File: config.mk
export PLATFORM = sky130hd
export DESIGN_NAME = epm_pin_mux
export DESIGN_NICKNAME = d
export VERILOG_FILES = /design/src/design/epm_pkg.sv /design/src/design/epm_pin_mux.sv
export SDC_FILE = /design/constraint.sdc
export NUM_CORES = 1
export LEC_CHECK = 0
export BUFFER_PORTS_ARGS = -buffer_cell sky130_fd_sc_hd__buf_2
export CAP_MARGIN = 10
export CELL_PAD_IN_SITES_DETAIL_PLACEMENT = 1
export CELL_PAD_IN_SITES_GLOBAL_PLACEMENT = 1
export CORE_ASPECT_RATIO = 1.4
export CORE_MARGIN = 1.5
export CORE_UTILIZATION = 27
export DETAILED_ROUTE_END_ITERATION = 6
export PLACE_DENSITY_LB_ADDON = 0.1
export REMOVE_ABC_BUFFERS = 1
export SYNTH_ARGS = -nofsm -noshare
export SYNTH_HDL_FRONTEND = slang
export SYNTH_SLANG_ARGS = --single-unit
File: constraint.sdc
create_clock -name clk_i -period 1.05 [get_ports clk_i]
set_input_delay 0.105 -clock clk_i [delete_from_list [all_inputs] [get_ports clk_i]]
set_output_delay 0.105 -clock clk_i [all_outputs]
set_load 0.02 [all_outputs]
File: src/design/epm_pkg.sv
// Package for the EEPROM pin multiplexer with bus-width strap
package epm_pkg;
    // ========================================
    // Register map
    localparam logic [3:0] EPM_OFF_CTRL   = 4'h0;
    localparam logic [3:0] EPM_OFF_STATUS = 4'h4;
    localparam logic [3:0] EPM_OFF_EEP    = 4'h8;
    localparam int EPM_ADDR_W = 4;
    // Pin mode field, two bits per pin
    localparam int EPM_DATA_MODE_LSB = 0;
    localparam int EPM_CLK_MODE_LSB  = 2;
    localparam int EPM_GENERAL_OUTPUT_THREE_BIT      = 4;
    localparam int EPM_GENERAL_OUTPUT_FOUR_BIT      = 5;
    localparam int EPM_MDIX_BIT      = 6;
    localparam int EPM_STRAP_BIT     = 0;
    localparam int EPM_W32_BIT       = 1;
    localparam int EPM_SWAP_BIT      = 2;
    localparam int EPM_EE_CS_BIT     = 0;
    localparam int EPM_EE_CLK_BIT    = 1;
    localparam int EPM_EE_DO_BIT     = 2;
    localparam int EPM_EE_OE_BIT     = 3;
    localparam int EPM_EE_DI_BIT     = 4;
    localparam logic [6:0] EPM_CTRL_RST  = 7'h00;
    localparam logic [3:0] EPM_EEP_RST   = 4'h0;
    localparam logic [31:0] EPM_RDATA_RST = 32'h0000_0000;
    localparam logic       EPM_STRAP_RST = 1'h0;
    localparam logic       EPM_ARMED_RST = 1'h1;
    // Field widths
    localparam int EPM_CTRL_W = 7;
    localparam int EPM_EEP_W  = 4;
    localparam int EPM_MODE_W = 2;

    typedef enum logic [1:0] {
        EPM_MODE_EEPROM,
        EPM_MODE_GPO,
        EPM_MODE_MON_A,
        EPM_MODE_MON_B
    } epm_mode_t;

    typedef struct packed {
        logic tx_en;
        logic tx_clk;
        logic rx_dv;
        logic rx_clk;
    } epm_mii_t;

    typedef struct packed {
        logic i;
        logic o;
        logic oe;
    } epm_pin_t;
endpackage

File: src/design/epm_pin_mux.sv
// EEPROM pin multiplexer, bus-width strap and pair swap
`timescale 1ns/1ps
`default_nettype none
module epm_pin_mux
    import epm_pkg::*;
(
    input  wire logic                  clk_i,
    input  wire logic                  sys_rst_i,
    input  wire logic [EPM_ADDR_W-1:0] addr_i,
    input  wire logic [31:0]           wdata_i,
    input  wire logic                  wr_i,
    input  wire logic                  rd_i,
    output logic      [31:0]           rdata_o,
    input  wire epm_mii_t              mii_i,
    input  wire logic                  mdix_detect_i,
    input  wire logic                  eeprom_data_line_i,
    output logic                       eeprom_data_line_o,
    output logic                       eeprom_data_line_oe_o,
    output logic                       eeprom_serial_clock_o,
    output logic                       eeprom_chip_select_o,
    output logic                       bus_width_32_o,
    output logic                       pair_swap_o
);
    // ========================================
    // Register state
    logic [EPM_CTRL_W-1:0] ctrl_r;
    logic [EPM_EEP_W-1:0]  eep_r;
    logic [31:0]           rdata_r;
    logic                  strap_r;
    logic                  strap_armed_r;

    // ========================================
    // Register bus decode
    wire                  hit_ctrl;
    wire                  hit_status;
    wire                  hit_eep;
    wire                  wr_ctrl;
    wire                  wr_eep;
    wire [EPM_CTRL_W-1:0] ctrl_nxt;
    wire [EPM_EEP_W-1:0]  eep_nxt;

    assign hit_ctrl   = (addr_i == EPM_OFF_CTRL);
    assign hit_status = (addr_i == EPM_OFF_STATUS);
    assign hit_eep    = (addr_i == EPM_OFF_EEP);
    // Unmapped offsets ignore writes
    assign wr_ctrl    = wr_i && hit_ctrl;
    assign wr_eep     = wr_i && hit_eep;
    assign ctrl_nxt   = wr_ctrl ? wdata_i[EPM_CTRL_W-1:0] : ctrl_r;
    assign eep_nxt    = wr_eep ? wdata_i[EPM_EEP_W-1:0] : eep_r;

    // ========================================
    // Control fields
    epm_mode_t data_mode;
    epm_mode_t clk_mode;
    wire       general_output_three_val;
    wire       general_output_four_val;
    wire       force_swap;
    wire       ee_cs;
    wire       ee_clk;
    wire       ee_do;
    wire       ee_oe;

    assign data_mode  = epm_mode_t'(ctrl_r[EPM_DATA_MODE_LSB +: EPM_MODE_W]);
    assign clk_mode   = epm_mode_t'(ctrl_r[EPM_CLK_MODE_LSB +: EPM_MODE_W]);
    assign general_output_three_val   = ctrl_r[EPM_GENERAL_OUTPUT_THREE_BIT];
    assign general_output_four_val   = ctrl_r[EPM_GENERAL_OUTPUT_FOUR_BIT];
    assign force_swap = ctrl_r[EPM_MDIX_BIT];
    assign ee_cs      = eep_r[EPM_EE_CS_BIT];
    assign ee_clk     = eep_r[EPM_EE_CLK_BIT];
    assign ee_do      = eep_r[EPM_EE_DO_BIT];
    assign ee_oe      = eep_r[EPM_EE_OE_BIT];

    // ========================================
    // Mode flags
    wire data_ee;
    wire data_gpo;
    wire data_tx_en_sel;
    wire clk_ee;
    wire clk_gpo;
    wire clk_rx_dv_sel;
    wire both_ee;

    assign data_ee        = (data_mode == EPM_MODE_EEPROM);
    assign data_gpo       = (data_mode == EPM_MODE_GPO);
    assign data_tx_en_sel = (data_mode == EPM_MODE_MON_A);
    assign clk_ee         = (clk_mode == EPM_MODE_EEPROM);
    assign clk_gpo        = (clk_mode == EPM_MODE_GPO);
    assign clk_rx_dv_sel  = (clk_mode == EPM_MODE_MON_A);
    // Memory is reachable only when both pins are its own
    assign both_ee        = data_ee && clk_ee;

    // ========================================
    // Monitor taps
    wire tx_mon;
    wire rx_mon;

    assign tx_mon = data_tx_en_sel ? mii_i.tx_en : mii_i.tx_clk;
    assign rx_mon = clk_rx_dv_sel ? mii_i.rx_dv : mii_i.rx_clk;

    // ========================================
    // Data pin
    wire data_value_out;

    assign data_value_out = data_gpo ? general_output_three_val : tx_mon;
    assign eeprom_data_line_o = data_ee ? ee_do : data_value_out;
    assign eeprom_data_line_oe_o = data_ee ? ee_oe : 1'b1;

    // ========================================
    // Clock pin and chip select
    wire clk_value_out;

    assign clk_value_out = clk_gpo ? general_output_four_val : rx_mon;
    assign eeprom_serial_clock_o = clk_ee ? ee_clk : clk_value_out;
    assign eeprom_chip_select_o = both_ee && ee_cs;

    // ========================================
    // Strap, width and pair swap
    wire strap_nxt;
    wire swap;

    // strap caught on first edge after release
    assign strap_nxt = strap_armed_r ? eeprom_data_line_i : strap_r;
    assign bus_width_32_o = strap_r;
    assign swap = mdix_detect_i || force_swap;
    assign pair_swap_o = swap;

    // ========================================
    // Read path
    wire [31:0] status_w;
    wire [31:0] eep_w;
    wire [31:0] rd_sel;
    wire [31:0] rdata_nxt;

    // Swap, width and strap from bit two down
    assign status_w  = 32'({swap, strap_r, strap_r});
    // Pin level rides above the memory control bits
    assign eep_w     = 32'({eeprom_data_line_i, eep_r});
    assign rd_sel    = hit_ctrl ? 32'(ctrl_r)
                     : hit_status ? status_w
                     : hit_eep ? eep_w
                     : 32'h0000_0000;
    // Zero outside the read cycle keeps the bus quiet
    assign rdata_nxt = rd_i ? rd_sel : EPM_RDATA_RST;
    assign rdata_o   = rdata_r;

    // ========================================
    // Control register
    // EEPROM mode default
    always_ff @(posedge clk_i or posedge sys_rst_i)
    begin
        if (sys_rst_i)
        begin
            ctrl_r <= EPM_CTRL_RST;
        end
        else
        begin
            ctrl_r <= ctrl_nxt;
        end
    end

    // ========================================
    // Memory control register
    // Output enable off at reset, so the strap is readable
    always_ff @(posedge clk_i or posedge sys_rst_i)
    begin
        if (sys_rst_i)
        begin
            eep_r <= EPM_EEP_RST;
        end
        else
        begin
            eep_r <= eep_nxt;
        end
    end

    // ========================================
    // Read data register
    always_ff @(posedge clk_i or posedge sys_rst_i)
    begin
        if (sys_rst_i)
        begin
            rdata_r <= EPM_RDATA_RST;
        end
        else
        begin
            rdata_r <= rdata_nxt;
        end
    end

    // ========================================
    // Strap capture
    // Pin must be steady at the first edge after release
    always_ff @(posedge clk_i or posedge sys_rst_i)
    begin
        if (sys_rst_i)
        begin
            strap_r <= EPM_STRAP_RST;
        end
        else
        begin
            strap_r <= strap_nxt;
        end
    end

    // One shot, so later pin activity never moves the width
    always_ff @(posedge clk_i or posedge sys_rst_i)
    begin
        if (sys_rst_i)
        begin
            strap_armed_r <= EPM_ARMED_RST;
        end
        else
        begin
            strap_armed_r <= 1'b0;
        end
    end
endmodule
`default_nettype wire

==> qor.yml <==
outcome: "complete, but fails checks"
violations: "setup timing"
avgSynthCellArea_um2: 11.7
drc: 0
critical_path_required_ns: 0.94
leakage_uw: 0.000747
maxCapViolCount: 0
slew_viol_final: 0
ys_dominant_reg_cell: "dfrtp_1"
drtIter0Drc: 4
setup.worst_path.class: "register to output pin"
post-route-period-util_pct: 139
r2r-end: "rdata_o[2]"
die_h_um: 77.7
synth.ff_latch_count: 20
grt_remaining_overflow: 0
dpl_cell_area_um2: 1310
htreeDepth: 1
synthMuxAreaShare_pct: 18.6
gp_congestion: 0.684
max_freq_ghz: 0.686
hp-class: "primary input to register"
die_area_um2: 4370
synth_fa_ha_area_share_pct: 0
synth_xor_area_share_pct: 0
reg2reg_slack_ns: 0.03
power.density_nw_per_um2: 1630
synth_top_cell_by_area: "dfrtp_1"
routed_wl_um: 2460
dp_slack_ns: -0.186
r2r_start: "ctrl_r[6]"
area_growth_pct: 35.3
synth_compound_area_share_pct: 2.56
grt_pass1_vias: 831
cts.clk_slew.worst_paths_ns: 0.08
rsz0062_at_grt: "true"
yosys.area_share.simple_pct: 11.9
port_buffers: 33
final_area_um2: 1450
yosysSeqAreaShare_pct: 46.7
cp-end-kind: "output pin"
drt-pass1-iter-count: 4
drive_gt1_share_pct: 55.1
cts_sinks: 20
start_kind: "register"
rows: 26
clockBufferDepth: 2
io_pins: 84
synth.top_cell.area_share_pct: 44.2
worstPathMaxFanout: 4
finalHoldViolations: 0
min_to: "ctrl_r[6]"
die_x_um: 56.3
hold_depth: 2
setup_slack_ns: -0.408
start_util_pct: 28.7
hold_ws_ns: 0.0737
grt_usage_pct: 12.1
arrival_ns: 1.35
ys_warn_count: 0
cts_buffers: 3
ys_top_cells_by_area: "dfrtp_1 (44%), buf_4 (18%), mux2_2 (13%)"
syn_inst: 92
instances_no_fill: 189
viasPerCell: 4.16
synth_area_um2: 1070
core_um2: 3740
synth_top_family_by_area: "buffers and inverters"
peakVddDrop_mv: 0.770
nNetsFinal: 194
grt_start_max_net_pins: 21
min_from: "wdata_i[6]"
clock_latency_ns: 0.26
drtAntennaViolNets: 0
antenna_found_initial: 0
yosys.cell_types.count: 26
min_period_ns: 1.46
vias: 786
hpwlAfterDp_um: 2010
dp_cells: 182
cts_tree: "yes"
root_buffer: "clkbuf_8"
wire_per_inst_um: 13.0
antenna_cells: 0
fin_skew_ns: 0.00738
grt_pass1_wl_um: 3980
synth_async_sr_flop_share_pct: 100
setup_viol: 5
fillers: 432
synth_edf_count: 0
reg2regPathDepth: 4
==> flip-flops by register name, indices dropped and copies added (netlist names) <==
| name | cells |
|---|---|
| eep_r | 4 |
| strap_armed_r | 1 |
| ctrl_r | 7 |
| rdata_o | 7 |
| bus_width_32_o | 1 |
==> critical path, stage by stage, from the launching register on <==
cell     delay (ns)
dfrtp_2        0.42
mux4_2         0.53
buf_6          0.15
==> timing repair <==
action	in CTS	in global routing
setup buffers	2	1
hold endpoints to repair	19	0
pin swaps	1	2
endpoints found under the setup margin	5	6
gates resized for setup	11	8
hold buffers	1	0
==> routing by layer <==
layer  wire [um]  up-vias  global-route usage, %
met2        1360       33                   21.9
met1         916      377                   13.5
met5           0        -                      0
li1            -      374                      -
met3         153        2                   2.50
met4          24        0                   5.00
==> final cells by class <==
type                    count  area, um^2  area share, %
well taps                  42        52.6           3.61
repair buffers             53         349           24.0
flip-flops and latches     20         505           34.8
multi-input cells          68         484           33.3
clock buffers               4        55.1           3.79
inverters                   2        7.51          0.516
==> stage by stage <==
stage                     setup TNS, ns  utilization [%]  power, uW
after detailed placement          -2.57             34.9       1670
after global routing              -1.77             38.9       2510
final                             -1.54             38.9       2370
after global placement            -2.43             34.9       1660
after CTS                         -1.69             38.0       2380
after floorplan                  -0.541                -       1340
==> worst max path at each step <==
stage | from | to | slack [ns] | cells after the start
CTS | ctrl_r[1] | eeprom_data_line_o | -0.41 | 2
global placement | addr_i[1] | ctrl_r[4] | -0.18 | 5
finish | ctrl_r[1] | eeprom_data_line_o | -0.41 | 2
detailed placement | addr_i[1] | ctrl_r[5] | -0.19 | 5
floorplan | addr_i[1] | ctrl_r[0] | -0.07 | 3
global route | ctrl_r[1] | eeprom_data_line_o | -0.45 | 2
==> layout by cell type (no fill, tap or decap), types with 2 or more instances in the layout <==
master,instances
buf_2,28
conb_1,26
buf_4,19
dfrtp_1,16
mux2_2,12
buf_6,5
nor2_1,4
clkbuf_8,4
o21ai_0,3
nand3_1,3
dfrtp_2,3
inv_1,2
nor3b_1,2
mux2i_1,2
nand4_1,2
mux4_2,2
==> logic make-up after synthesis <==
family | count (synthesis)
AO/OA/AOI/OAI | 5
AND/OR/NAND/NOR | 21
buffers and inverters | 29
multiplexers | 16
flip-flops | 20
other | 1
==> synthesized netlist by cell type, drive strengths merged (2+ instances only) <==
cell type  count
buf           27
dfrtp         19
inv            2
mux2          12
mux2i          2
mux4           2
nand3          3
nand4          2
nor2           4
nor3           2
nor3b          2
o21ai          3
or3            2
==> where the power goes <==
part           internal, uW  leakage, uW  switching (uW)
Clock                   333    0.0000288             255
Combinational           444     0.000467             352
Sequential              888     0.000251             102
(Power assumes the default switching activity.)
